--- src/verilog/lec_pkg.sv ---
// package: register map, field layout, reset values and timing counts for the regulator control block
// Function
// - on bit, or input-gated bits turn on
// - bits 5:4 choose one of four phases
// - voltage code 0.9V+0.1V/step, clamp 3.6V
// - switch-mode bit makes low-resistance switch
// - debounce field none/1/10/100 ms, reset 11
// - current limit, interrupt after debounce time
// - hc registers reset on Standby entry
// - reset values come from variant configuration
// - pull-down active while regulator disabled
// - hc switch always unlimited; input level only shown in status
`default_nettype none
package lec_pkg;
  // register indices; the bus byte address is four times the index
  localparam logic [7:0] LEC_IDX_R6_VSEL   = 8'h37;
  localparam logic [7:0] LEC_IDX_R6_ENA    = 8'h38;
  localparam logic [7:0] LEC_IDX_HC_VSEL   = 8'h39;
  localparam logic [7:0] LEC_IDX_HC_ENA    = 8'h3A;
  localparam logic [7:0] LEC_IDX_HC_OVL    = 8'h40;
  localparam logic [7:0] LEC_IDX_IRQ_STAT  = 8'h41;
  localparam logic [7:0] LEC_IDX_IRQ_MASK  = 8'h42;
  localparam logic [7:0] LEC_IDX_STATUS    = 8'h43;
  // field positions and masks
  localparam logic [7:0] LEC_VSEL_MASK     = 8'h3F;
  localparam logic [7:0] LEC_ENA_MASK      = 8'h3F;
  localparam logic [7:0] LEC_OVL_MASK      = 8'h03;
  localparam logic [7:0] LEC_IRQ_MASKBITS  = 8'h01;
  localparam int         LEC_SWMOD_BIT     = 5;
  localparam int         LEC_ON_BIT        = 0;
  localparam logic [4:0] LEC_VCODE_MAX     = 5'h1B;
  // reset values (variant defaults live in top parameters)
  localparam logic [1:0] LEC_OVL_RESET     = 2'h3;
  localparam logic [7:0] LEC_IRQ_MASK_RST  = 8'h00;
  // debounce times in microseconds and derived cycle counts at 100 MHz
  localparam int         LEC_CLK_MHZ       = 100;
  localparam int         LEC_DEB1_US       = 1000;
  localparam int         LEC_DEB10_US      = 10000;
  localparam int         LEC_DEB100_US     = 100000;
  localparam int         LEC_DEB1_CYC      = LEC_DEB1_US * LEC_CLK_MHZ;
  localparam int         LEC_DEB10_CYC     = LEC_DEB10_US * LEC_CLK_MHZ;
  localparam int         LEC_DEB100_CYC    = LEC_DEB100_US * LEC_CLK_MHZ;
  // apb request bundle
  typedef struct packed {
    logic        psel;
    logic        penable;
    logic        pwrite;
    logic [11:0] paddr;
    logic [31:0] pwdata;
  } lec_apb_req_t;
  typedef struct packed {
    logic        pready;
    logic        pslverr;
    logic [31:0] prdata;
  } lec_apb_rsp_t;
  // regulator phase and input conditions
  typedef struct packed {
    logic [3:0] phase;
    logic [2:0] gpin;
  } lec_cond_t;
endpackage
`default_nettype wire

--- src/verilog/lec_reg_on.sv ---
// enable decision for one regulator from its enable register
`default_nettype none
module lec_reg_on (
  input  wire logic [7:0]    ena,
  input  wire lec_pkg::lec_cond_t cond,
  output logic               on
);
  import lec_pkg::*;
  logic [3:0] ph_sel;
  // direct bit, or gated bits with matching input, or the selected phase
  always_comb begin
    ph_sel = 4'h0;
    ph_sel[ena[5:4]] = 1'b1;
    on = ena[LEC_ON_BIT]
       | (|(ena[3:1] & cond.gpin))
       | (|(ph_sel & cond.phase));
  end
endmodule
`default_nettype wire

--- src/verilog/lec_top.sv ---
// top: apb register bank, regulator enables, overload debounce and interrupt
//
// Our own choice: the APB slave port.
`default_nettype none
module lec_top #(
  parameter logic [7:0] R6_VSEL_RST = 8'h00,
  parameter logic [7:0] R6_ENA_RST  = 8'h00,
  parameter logic [7:0] HC_VSEL_RST = 8'h00,
  parameter logic [7:0] HC_ENA_RST  = 8'h00,
  parameter int         DEB1_CYC    = lec_pkg::LEC_DEB1_CYC,
  parameter int         DEB10_CYC   = lec_pkg::LEC_DEB10_CYC,
  parameter int         DEB100_CYC  = lec_pkg::LEC_DEB100_CYC
) (
  input  wire logic                  CLOCK,
  input  wire logic                  SRST,
  input  wire lec_pkg::lec_apb_req_t APB_REQ,
  output lec_pkg::lec_apb_rsp_t      APB_RSP,
  input  wire logic [2:0]            GP_INPUT,
  input  wire logic [3:0]            ACTIVATION_PHASE,
  input  wire logic                  STANDBY_ENTRY,
  input  wire logic                  HC_CURRENT_LIMIT,
  input  wire logic                  HC_VIN_BELOW_PROG,
  output logic                       REG6_ON,
  output logic                       REG6_SWITCH_MODE,
  output logic [4:0]                 REG6_VCODE,
  output logic                       REG6_PULLDOWN,
  output logic                       HC_ON,
  output logic                       HC_SWITCH_MODE,
  output logic                       HC_CURRENT_LIMIT_EN,
  output logic [4:0]                 HC_VCODE,
  output logic                       HC_PULLDOWN,
  output logic                       IRQ
);
  import lec_pkg::*;

  typedef struct packed {
    logic [7:0]  r6_vsel;
    logic [7:0]  r6_ena;
    logic [7:0]  hc_vsel;
    logic [7:0]  hc_ena;
    logic [7:0]  hc_ovl;
    logic [7:0]  irq_stat;
    logic [7:0]  irq_mask;
    logic [26:0] deb_cnt;
    logic        ovl_rep;
    logic [2:0]  gp_m;
    logic [2:0]  gp_s;
    logic [3:0]  ph_m;
    logic [3:0]  ph_s;
    logic [1:0]  lim_m;
    logic [1:0]  lim_s;
    logic        stby_m;
    logic        stby_s;
    logic        stby_prev;
    logic        r6_on;
    logic        hc_on;
    logic [31:0] prdata;
  } lec_state_t;

  lec_state_t s_q;
  lec_state_t s_d;
  logic       r6_on_c;
  logic       hc_on_c;
  logic [9:0] widx;
  logic       acc;
  logic       wr;
  logic       mapped;
  logic       stby_rise;
  logic       ovl_set;
  logic [26:0] deb_target;
  logic       lim_now;

  // enable decisions, inputs taken after synchronisers
  lec_reg_on u_r6 (
    .ena  (s_q.r6_ena),
    .cond (lec_cond_t'{phase: s_q.ph_s, gpin: s_q.gp_s}),
    .on   (r6_on_c)
  );
  lec_reg_on u_hc (
    .ena  (s_q.hc_ena),
    .cond (lec_cond_t'{phase: s_q.ph_s, gpin: s_q.gp_s}),
    .on   (hc_on_c)
  );

  // apb decode: index is byte address divided by four; always zero wait
  assign widx   = APB_REQ.paddr[11:2];
  assign acc    = APB_REQ.psel & APB_REQ.penable;
  assign wr     = acc & APB_REQ.pwrite;
  assign mapped = (APB_REQ.paddr[1:0] == 2'h0) &&
                  (widx == {2'h0, LEC_IDX_R6_VSEL} || widx == {2'h0, LEC_IDX_R6_ENA} ||
                   widx == {2'h0, LEC_IDX_HC_VSEL} || widx == {2'h0, LEC_IDX_HC_ENA} ||
                   widx == {2'h0, LEC_IDX_HC_OVL}  || widx == {2'h0, LEC_IDX_IRQ_STAT} ||
                   widx == {2'h0, LEC_IDX_IRQ_MASK} || widx == {2'h0, LEC_IDX_STATUS});

  assign stby_rise = s_q.stby_s & ~s_q.stby_prev;
  // limit only counts while the regulator is on and limiting is active
  assign lim_now   = s_q.lim_s[0] & s_q.hc_on & HC_CURRENT_LIMIT_EN;

  // debounce length per field code
  always_comb begin
    case (s_q.hc_ovl[1:0])
      2'h0:    deb_target = 27'h0;
      2'h1:    deb_target = 27'(DEB1_CYC - 1);
      2'h2:    deb_target = 27'(DEB10_CYC - 1);
      default: deb_target = 27'(DEB100_CYC - 1);
    endcase
  end
  // one report per continuous overload episode
  assign ovl_set = lim_now & ~s_q.ovl_rep & (s_q.deb_cnt >= deb_target);

  // next-state logic
  always_comb begin
    s_d = s_q;
    // two-stage synchronisers for all outside levels
    s_d.gp_m    = GP_INPUT;
    s_d.gp_s    = s_q.gp_m;
    s_d.ph_m    = ACTIVATION_PHASE;
    s_d.ph_s    = s_q.ph_m;
    s_d.lim_m   = {HC_VIN_BELOW_PROG, HC_CURRENT_LIMIT};
    s_d.lim_s   = s_q.lim_m;
    s_d.stby_m  = STANDBY_ENTRY;
    s_d.stby_s  = s_q.stby_m;
    s_d.stby_prev = s_q.stby_s;
    s_d.r6_on   = r6_on_c;
    s_d.hc_on   = hc_on_c;
    // overload persistence counter, restarts when the condition drops
    if (!lim_now) begin
      s_d.deb_cnt = 27'h0;
      s_d.ovl_rep = 1'b0;
    end else begin
      if (s_q.deb_cnt < deb_target) begin
        s_d.deb_cnt = s_q.deb_cnt + 27'h1;
      end
      if (ovl_set) begin
        s_d.ovl_rep = 1'b1;
      end
    end
    // register writes, reserved bits dropped
    // only a mapped, aligned index may land; upper index bits would otherwise alias
    if (wr && mapped) begin
      case (widx[7:0])
        LEC_IDX_R6_VSEL:  s_d.r6_vsel  = APB_REQ.pwdata[7:0] & LEC_VSEL_MASK;
        LEC_IDX_R6_ENA:   s_d.r6_ena   = APB_REQ.pwdata[7:0] & LEC_ENA_MASK;
        LEC_IDX_HC_VSEL:  s_d.hc_vsel  = APB_REQ.pwdata[7:0] & LEC_VSEL_MASK;
        LEC_IDX_HC_ENA:   s_d.hc_ena   = APB_REQ.pwdata[7:0] & LEC_ENA_MASK;
        LEC_IDX_HC_OVL:   s_d.hc_ovl   = APB_REQ.pwdata[7:0] & LEC_OVL_MASK;
        LEC_IDX_IRQ_STAT: s_d.irq_stat = s_q.irq_stat & ~(APB_REQ.pwdata[7:0] & LEC_IRQ_MASKBITS);
        LEC_IDX_IRQ_MASK: s_d.irq_mask = APB_REQ.pwdata[7:0] & LEC_IRQ_MASKBITS;
        default: ;
      endcase
    end
    // set after clear so a new overload in the clear cycle is kept
    if (ovl_set) begin
      s_d.irq_stat[0] = 1'b1;
    end
    // standby entry returns the high-current registers to reset values
    if (stby_rise) begin
      s_d.hc_vsel = HC_VSEL_RST & LEC_VSEL_MASK;
      s_d.hc_ena  = HC_ENA_RST & LEC_ENA_MASK;
      s_d.hc_ovl  = {6'h0, LEC_OVL_RESET};
    end
    // read data captured in setup so it is ready in the access phase
    s_d.prdata = 32'h0;
    if (APB_REQ.psel && !APB_REQ.penable && !APB_REQ.pwrite) begin
      case (widx[7:0])
        LEC_IDX_R6_VSEL:  s_d.prdata = {24'h0, s_q.r6_vsel};
        LEC_IDX_R6_ENA:   s_d.prdata = {24'h0, s_q.r6_ena};
        LEC_IDX_HC_VSEL:  s_d.prdata = {24'h0, s_q.hc_vsel};
        LEC_IDX_HC_ENA:   s_d.prdata = {24'h0, s_q.hc_ena};
        LEC_IDX_HC_OVL:   s_d.prdata = {24'h0, s_q.hc_ovl};
        LEC_IDX_IRQ_STAT: s_d.prdata = {24'h0, s_q.irq_stat};
        LEC_IDX_IRQ_MASK: s_d.prdata = {24'h0, s_q.irq_mask};
        LEC_IDX_STATUS:   s_d.prdata = {27'h0, s_q.lim_s[1], s_q.ovl_rep, lim_now, s_q.hc_on, s_q.r6_on};
        default:          s_d.prdata = 32'h0;
      endcase
      if (!mapped) begin
        s_d.prdata = 32'h0;
      end
    end
  end

  // state register; plain synchronous reset to variant defaults
  always_ff @(posedge CLOCK) begin
    if (SRST) begin
      s_q          <= '0;
      s_q.r6_vsel  <= R6_VSEL_RST & LEC_VSEL_MASK;
      s_q.r6_ena   <= R6_ENA_RST & LEC_ENA_MASK;
      s_q.hc_vsel  <= HC_VSEL_RST & LEC_VSEL_MASK;
      s_q.hc_ena   <= HC_ENA_RST & LEC_ENA_MASK;
      s_q.hc_ovl   <= {6'h0, LEC_OVL_RESET};
      s_q.irq_mask <= LEC_IRQ_MASK_RST;
    end else begin
      s_q <= s_d;
    end
  end

  // apb answer: no wait states; unmapped or misaligned raises pslverr
  always_comb begin
    APB_RSP.pready  = 1'b1;
    APB_RSP.pslverr = acc & ~mapped;
    APB_RSP.prdata  = s_q.prdata;
  end

  // regulator controls; switch mode follows the vsel bit even while the regulator is off
  always_comb begin
    REG6_ON          = s_q.r6_on;
    REG6_SWITCH_MODE = s_q.r6_vsel[LEC_SWMOD_BIT];
    REG6_VCODE       = (s_q.r6_vsel[4:0] > LEC_VCODE_MAX) ? LEC_VCODE_MAX : s_q.r6_vsel[4:0];
    REG6_PULLDOWN    = ~s_q.r6_on;
    HC_ON            = s_q.hc_on;
    HC_SWITCH_MODE   = s_q.hc_vsel[LEC_SWMOD_BIT];
    // limiting stays on in linear mode only; switch mode turns it off whatever the input level
    HC_CURRENT_LIMIT_EN = ~s_q.hc_vsel[LEC_SWMOD_BIT];
    HC_VCODE         = (s_q.hc_vsel[4:0] > LEC_VCODE_MAX) ? LEC_VCODE_MAX : s_q.hc_vsel[4:0];
    HC_PULLDOWN      = ~s_q.hc_on;
    IRQ              = |(s_q.irq_stat & s_q.irq_mask);
  end
endmodule
`default_nettype wire

--- config.mk ---
export PLATFORM = sky130hd
export DESIGN_NAME = lec_top
export DESIGN_NICKNAME = d
export VERILOG_FILES = /design/src/verilog/lec_pkg.sv /design/src/verilog/lec_reg_on.sv /design/src/verilog/lec_top.sv
export SDC_FILE = /design/constraint.sdc
export NUM_CORES = 1
export LEC_CHECK = 0
export BUFFER_PORTS_ARGS = -buffer_cell sky130_fd_sc_hd__buf_2
export CORE_MARGIN = 10
export CORE_UTILIZATION = 40
export CTS_BUF_LIST = sky130_fd_sc_hd__clkbuf_8
export CTS_CLUSTER_SIZE = 20
export DETAILED_ROUTE_END_ITERATION = 12
export GPL_ROUTABILITY_DRIVEN = 1
export GPL_TIMING_DRIVEN = 0
export SETUP_SLACK_MARGIN = 0.2
export SLEW_MARGIN = 10
export SYNTH_ARGS = -nofsm -noshare
export SYNTH_HDL_FRONTEND = slang
export SYNTH_SLANG_ARGS = --single-unit
--- constraint.sdc ---
create_clock -name CLOCK -period 4.41 [get_ports CLOCK]
set_input_delay 0.441 -clock CLOCK [delete_from_list [all_inputs] [get_ports CLOCK]]
set_output_delay 0.441 -clock CLOCK [all_outputs]
set_load 0.1 [all_outputs]
==> flow_metrics.py, run 1 <==
metrics = {
    "status": {
        "status": "completed",
    },
    "placement": {
        "dp_slack_ns": 1.11,
        "dp.cells": 730,
        "dpl.hpwl_um": 9090,
        "place_congestion": 0.911,
        "dpl-instance-area_mm2": 0.00508,
        "numPortBuffers": 55,
    },
    "layout": {
        "final_util_pct": 48.4,
        "drive_gt1_share_pct": 19.6,
        "final_cell_area_mm2": 0.00532,
        "area_delta_synth_final_pct": 17.1,
        "diodes": 0,
        "nets": 678,
        "instances_no_fill": 746,
    },
    "sta": {
        "maxSlewViolCount": 0,
        "max-slew-margin-rel_pct": 44.9,
        "rsz0062_at_grt": "no",
        "fin_crit_ns": 3.38,
        "fin_skew_ns": 0.0124,
        "max_freq_ghz": 0.296,
        "finalCritPeriodShare_pct": 76.6,
        "setup_slack_ns": 1.03,
        "worst_slew_pin_slew_ns": 0.825,
        "tns_ns": 0,
        "hold_violations": 0,
        "setup_violations": 0,
    },
    "synth": {
        "ys.flop_type": "dfxtp_1",
        "synth-seq-area-share_pct": 37.5,
        "synthCells": 510,
        "synth_cell_type_count": 61,
        "synth_edf_count": 0,
        "async_flop_share_pct": 0,
        "avgSynthCellArea_um2": 8.90,
        "synth_seq_cells": 85,
        "synth_area_mm2": 0.00454,
        "yosys_warnings": 0,
    },
    "cts": {
        "clk_pin_slew_ns": 0.09,
        "cts.sinks": 85,
        "cts_max_level": 3,
        "post-cts-setup-buffers": 0,
        "cts_tree": "done",
        "clock_latency_ns": 0.36,
        "cts_resized": 0,
        "clock_path_buffers": 2,
        "cts_root_buf": "clkbuf_8",
        "postCtsHoldBufs": 0,
        "cts_buffers": 9,
    },
    "drt": {
        "vias": 3885,
        "wl_per_cell_um": 15.7,
        "drt_iter0_drc": 189,
        "ant_nets": 0,
        "dr.pass1.iters": 5,
        "drt_drc_violations_left": 0,
        "wirelength_um": 11700,
        "drt-vias-per-instance": 5.21,
    },
    "critical_path": {
        "crit-reg2reg-launch": "s_q[99]",
        "reg2regPathDepth": 12,
        "cp.arrival_ns": 3.68,
        "start_kind": "flip-flop",
        "regToRegSetupSlack_ns": 1.03,
        "endpoint_kind": "flip-flop",
        "path_max_fanout": 10,
        "cp.required_ns": 4.71,
        "worstSetupPathType": "flip-flop to flip-flop",
        "r2r-end": "s_q[57]",
    },
    "min_path": {
        "hold_path.class": "primary input to flip-flop",
        "min_to": "s_d[49]",
        "hold_depth": 2,
        "hp-start": "GP_INPUT[0]",
    },
    "die": {
        "die_w_um": 127,
        "start_util_pct": 41.3,
        "die_area_mm2": 0.0160,
        "rows": 38,
        "die_h_um": 127,
        "core_mm2": 0.0110,
        "num_io_pins": 111,
    },
    "grt": {
        "grt_max_degree": 15,
        "grt_first_pass_wirelength_um": 19300,
        "grt_usage_pct": 14.5,
        "grt_pass1_vias": 3748,
        "grt_overflow_total": 0,
        "antenna_found_initial": 0,
    },
    "pwr": {
        "power_density_mw_per_mm2": 301,
        "ir_drop_v": 0.000144,
        "leakagePower_nw": 2.23,
    },
    "flow_run": {
        "maxCapViolCount": 0,
    },
}
## per-layer routing
metal | vias to the layer above | global-route usage (%) | wire, µm
met2 | 129 | 21.4 | 5010
li1 | 1952 | - | -
met4 | 0 | 4.69 | 117
met1 | 1795 | 19.5 | 5640
met5 | - | 0 | 0
met3 | 9 | 4.54 | 911
## registers in the layout, summed over array words and instances, names as in the netlist
name and count:
APB_RSP 6, HC_ON 1, HC_SWITCH_MODE 1, REG6_ON 1, REG6_SWITCH_MODE 1, s_d 11, s_q 64
## cells by family after synthesis
kind of cell	synth area share, %
other	0.165
muxes	8.10
DFF	37.5
AOI/OAI and AO/OA	14.3
xor gates and xnor gates	1.54
buffers and inverters	9.37
adders and majority gates	4.96
and+or+nand+nor	24.0
## Yosys cell counts (all sizes together), types with 3 or more instances
cell type	n	area share (%)
dfxtp	85	37
o31ai	10	1.7
a31oi	6	0.83
buf	38	6.3
mux4	3	1.5
nor2	46	3.8
and3	7	0.96
o21a	6	0.99
nand4b	3	0.58
nand4	5	0.69
nand3	19	2.1
or4	11	1.8
a21oi	20	2.3
o31a	3	0.58
a22oi	10	1.7
clkbuf	18	1.5
inv	19	1.6
nor2b	24	3.3
and2	7	0.96
nor3	11	1.2
mux2i	30	6.6
nor4	9	1.2
a2111oi	3	0.72
or3	4	0.55
and4	6	1.2
xnor2	6	1.2
nand2	27	2.2
nand2b	9	1.2
o21ai	12	1.5
a21boi	3	0.50
ha	18	5.0
## critical path, stage by stage, from the launching register on
cell and delay (ns):
dfxtp_1 0.37, inv_1 0.18, ha_1 0.31, inv_1 0.16, ha_1 0.34, and4_1 0.21
nand4_1 0.12, a311o_1 0.38, nand3_1 0.19, clkbuf_1 0.32, clkbuf_1 0.42, o21ai_0 0.17
a21oi_1 0.15
## power breakdown
part | total [mW] | switching (mW) | leakage, nW | internal [mW]
combinational | 0.180 | 0.141 | 1.42 | 0.0391
sequential | 0.780 | 0.00364 | 0.689 | 0.776
clock | 0.639 | 0.287 | 0.122 | 0.352
total | 1.60 | 0.432 | 2.23 | 1.17
## through the flow
step / hold WS, ns / total power [mW]
final: 0.285 / 1.60
after floorplan: 0.414 / 0.948
after detailed placement: 0.422 / 0.977
after global routing: 0.270 / 1.66
after global placement: 0.419 / 0.975
after CTS: 0.267 / 1.61
## layout by cell type, fill, tap and decap left out, types with 7 or more instances in the layout
cell type,instances
conb_1,27
nor2_1,46
ha_1,18
nor4_1,9
o31ai_1,10
buf_4,34
a22oi_1,10
and2_1,7
nand3_1,19
o21ai_0,9
buf_2,56
clkbuf_1,18
a21oi_1,19
clkbuf_8,11
and3_1,7
nand2b_1,9
nand2_1,27
nor3_1,11
mux2i_1,30
inv_1,20
nor2b_1,24
or4_1,11
dfxtp_1,85
## how the worst max path moves through the flow
stage | from | endpoint | slack [ns] | cells after the start
2_1_floorplan | APB_REQ[35] | APB_RSP[32] | 1.42 | 6
3_3_place_gp | s_q[99] | s_q[57] | 1.13 | 12
3_5_place_dp | s_q[99] | s_q[56] | 1.11 | 12
4_1_cts | s_q[99] | s_q[57] | 1.07 | 12
5_1_grt | s_q[99] | s_q[57] | 0.71 | 12
6_report | s_q[99] | s_q[57] | 1.03 | 12
## final cells by class
type	instances	area [µm²]
Buffer	56	354
Clock buffer	11	151
Clock inverter	5	81.3
Fill cell	1082	5670
Inverter	19	71.3
Multi-Input combinational cell	375	2510
Sequential cell	85	1700
Tap cell	140	175
Timing Repair Buffer	55	275
No activity file was read; power rests on OpenSTA's default activity.
==> run 2: changes to the inputs <==
--- a/config.mk
+++ b/config.mk
@@ -13,6 +13,7 @@
 export DETAILED_ROUTE_END_ITERATION = 12
 export GPL_ROUTABILITY_DRIVEN = 1
 export GPL_TIMING_DRIVEN = 0
+export PLACE_DENSITY = 0.65
 export SETUP_SLACK_MARGIN = 0.2
 export SLEW_MARGIN = 10
 export SYNTH_ARGS = -nofsm -noshare
==> constraint.sdc (replaced) <==
create_clock -name CLOCK -period 3.01 [get_ports CLOCK]
set_input_delay 0.301 -clock CLOCK [delete_from_list [all_inputs] [get_ports CLOCK]]
set_output_delay 0.301 -clock CLOCK [all_outputs]
set_load 0.1 [all_outputs]
==> run 2 against run 1 <==
Against the previous run:
- global-route usage increased by 0.13 points
- largest power group unchanged
- sequential power grew 46%
- final cell count up 1.5%
- sequential share of layout area is 1.4 points lower
- via count is 5.6% higher
- sequential cell count is the same
- clock skew about the same
- maximum frequency grew 23%
- register-to-register slack lost 0.76 ns
- non-clock buffer count grew 11
- largest cell class unchanged
- hold slack worse by 0.14 ns
- critical path depth shrank 3
==> flow_metrics.py, run 2 (synthesis gave the netlist of run 1 again) <==
metrics = {
    "status": {
        "status": "completed",
    },
    "die": {
        "die_area_mm2": 0.0160,
        "core_mm2": 0.0110,
        "start_util_pct": 41.3,
        "rows": 38,
        "die_w_um": 127,
        "die_h_um": 127,
        "num_io_pins": 111,
    },
    "pwr": {
        "p_int_mw": 1.67,
        "ir_drop_v": 0.000344,
        "p_sw_uw": 656,
        "leakagePower_nw": 2.32,
        "p_sw_share_pct": 28.3,
        "sequentialPowerShare_pct": 49.1,
        "power_density_mw_per_mm2": 415,
        "p_clk_share_pct": 39.5,
        "p_comb_share_pct": 11.4,
    },
    "grt": {
        "grt_overflow_total": 0,
        "grt_pass1_vias": 3790,
        "grt_max_degree": 16,
        "antenna_found_initial": 0,
        "grt_first_pass_wirelength_um": 19500,
        "grt_usage_pct": 14.6,
    },
    "placement": {
        "numPortBuffers": 55,
        "place_congestion": 0.905,
        "dp.cells": 730,
        "dpl.hpwl_um": 9220,
        "dpl-instance-area_mm2": 0.00509,
    },
    "flow_run": {
        "maxCapViolCount": 0,
    },
    "sta": {
        "maxSlewViolCount": 0,
        "max-slew-margin-rel_pct": 42.9,
        "finalCritPeriodShare_pct": 91.0,
        "tns_ns": 0,
        "rsz0062_at_grt": "yes",
        "setup_violations": 0,
        "worst_hold_slack_ns": 0.140,
        "hold_violations": 0,
        "fin_skew_ns": 0.0127,
        "max_freq_ghz": 0.365,
        "fin_crit_ns": 2.74,
        "worst_slew_pin_slew_ns": 0.854,
    },
    "cts": {
        "cts_buffers": 9,
        "cts.sinks": 85,
        "clock_path_buffers": 2,
        "cts_max_level": 3,
        "cts_tree": "done",
        "cts_root_buf": "clkbuf_8",
        "postCtsHoldBufs": 0,
        "clock_latency_ns": 0.37,
        "clk_pin_slew_ns": 0.10,
    },
    "critical_path": {
        "cp.arrival_ns": 3.04,
        "endpoint_kind": "flip-flop",
        "worstSetupPathType": "flip-flop to flip-flop",
        "cp.required_ns": 3.31,
        "reg2regPathDepth": 9,
        "start_kind": "flip-flop",
        "path_max_fanout": 10,
    },
    "layout": {
        "layout_commonest_cell": "dfxtp_1",
        "nets": 690,
        "drive_gt1_share_pct": 26.1,
        "instances_no_fill": 757,
        "top_register": "s_q",
        "final_cell_area_mm2": 0.00560,
        "area_delta_synth_final_pct": 23.3,
        "largest_reg_flops": 64,
        "diodes": 0,
        "final_cell_mix": "82 x dfxtp_1, 56 x buf_2, 46 x nor2_1, 46 x buf_4, 30 x mux2i_1",
        "final_util_pct": 50.9,
    },
    "min_path": {
        "hold_path.class": "primary input to flip-flop",
        "hold_depth": 2,
    },
    "drt": {
        "wirelength_um": 12400,
        "vias": 4104,
        "dr.pass1.iters": 7,
        "drt_drc_violations_left": 0,
        "drt-vias-per-instance": 5.42,
        "wl_per_cell_um": 16.3,
        "drt_iter0_drc": 269,
        "ant_nets": 0,
    },
}
==> run 2: what timing repair did <==
item                                    4_1_cts  5_1_grt
resized for setup                            17       27
endpoints found under the setup margin       22       19
pin swaps                                     3        8
setup buffers                                 2        9
gates cloned                                  0        1
==> run 2: path summary, 6_finish.rpt <==
kind                       start       to  slack (ns)
min reg2reg              s_d[35]  s_d[34]        0.44
min          ACTIVATION_PHASE[0]  s_d[41]        0.14
max reg2reg              s_q[99]  s_q[79]        0.27
max                      s_q[99]  s_q[79]        0.27
==> run 2: power by group through the flow <==
stage	Combinational (mW)	Sequential [mW]	Clock (mW)
CTS	0.262	1.14	0.933
global placement	0.260	1.17	0
finish	0.265	1.14	0.916
floorplan	0.218	1.17	0
detailed placement	0.262	1.17	0
global route	0.279	1.14	0.982
==> run 2: per-layer routing <==
layer  wire [µm]  vias to the layer above  global-route usage (%)
met5           0                        -                       0
met4         196                        0                    4.62
met3        1070                       20                    4.33
met2        5450                      169                    21.8
met1        5640                     1928                    19.7
li1            -                     1987                       -
==> run 2: stage by stage <==
step                      setup slack, ns  power (mW)
after floorplan                     0.298        1.39
after detailed placement           -0.340        1.43
after CTS                           0.209        2.34
final                               0.271        2.32
after global routing                0.156        2.40
after global placement             -0.282        1.43
==> run 2: final cells by class <==
cell class / instances / area [µm²]
Clock inverter: 6 / 96.3
Sequential cell: 85 / 1710
Tap cell: 140 / 175
Timing Repair Buffer: 66 / 358
Multi-Input combinational cell: 376 / 2690
Buffer: 56 / 367
Clock buffer: 9 / 124
Inverter: 19 / 80.1
Fill cell: 1019 / 5390
==> run 2: worst max-delay path, stage by stage, from the launching register on <==
cell and delay, ns:
dfxtp_4 0.39, buf_4 0.14, ha_1 0.28, o21a_1 0.21, o21ai_2 0.26, a2111oi_4 0.09, o41a_4 0.55, buf_8 0.16
or4_1 0.46, a21oi_1 0.14
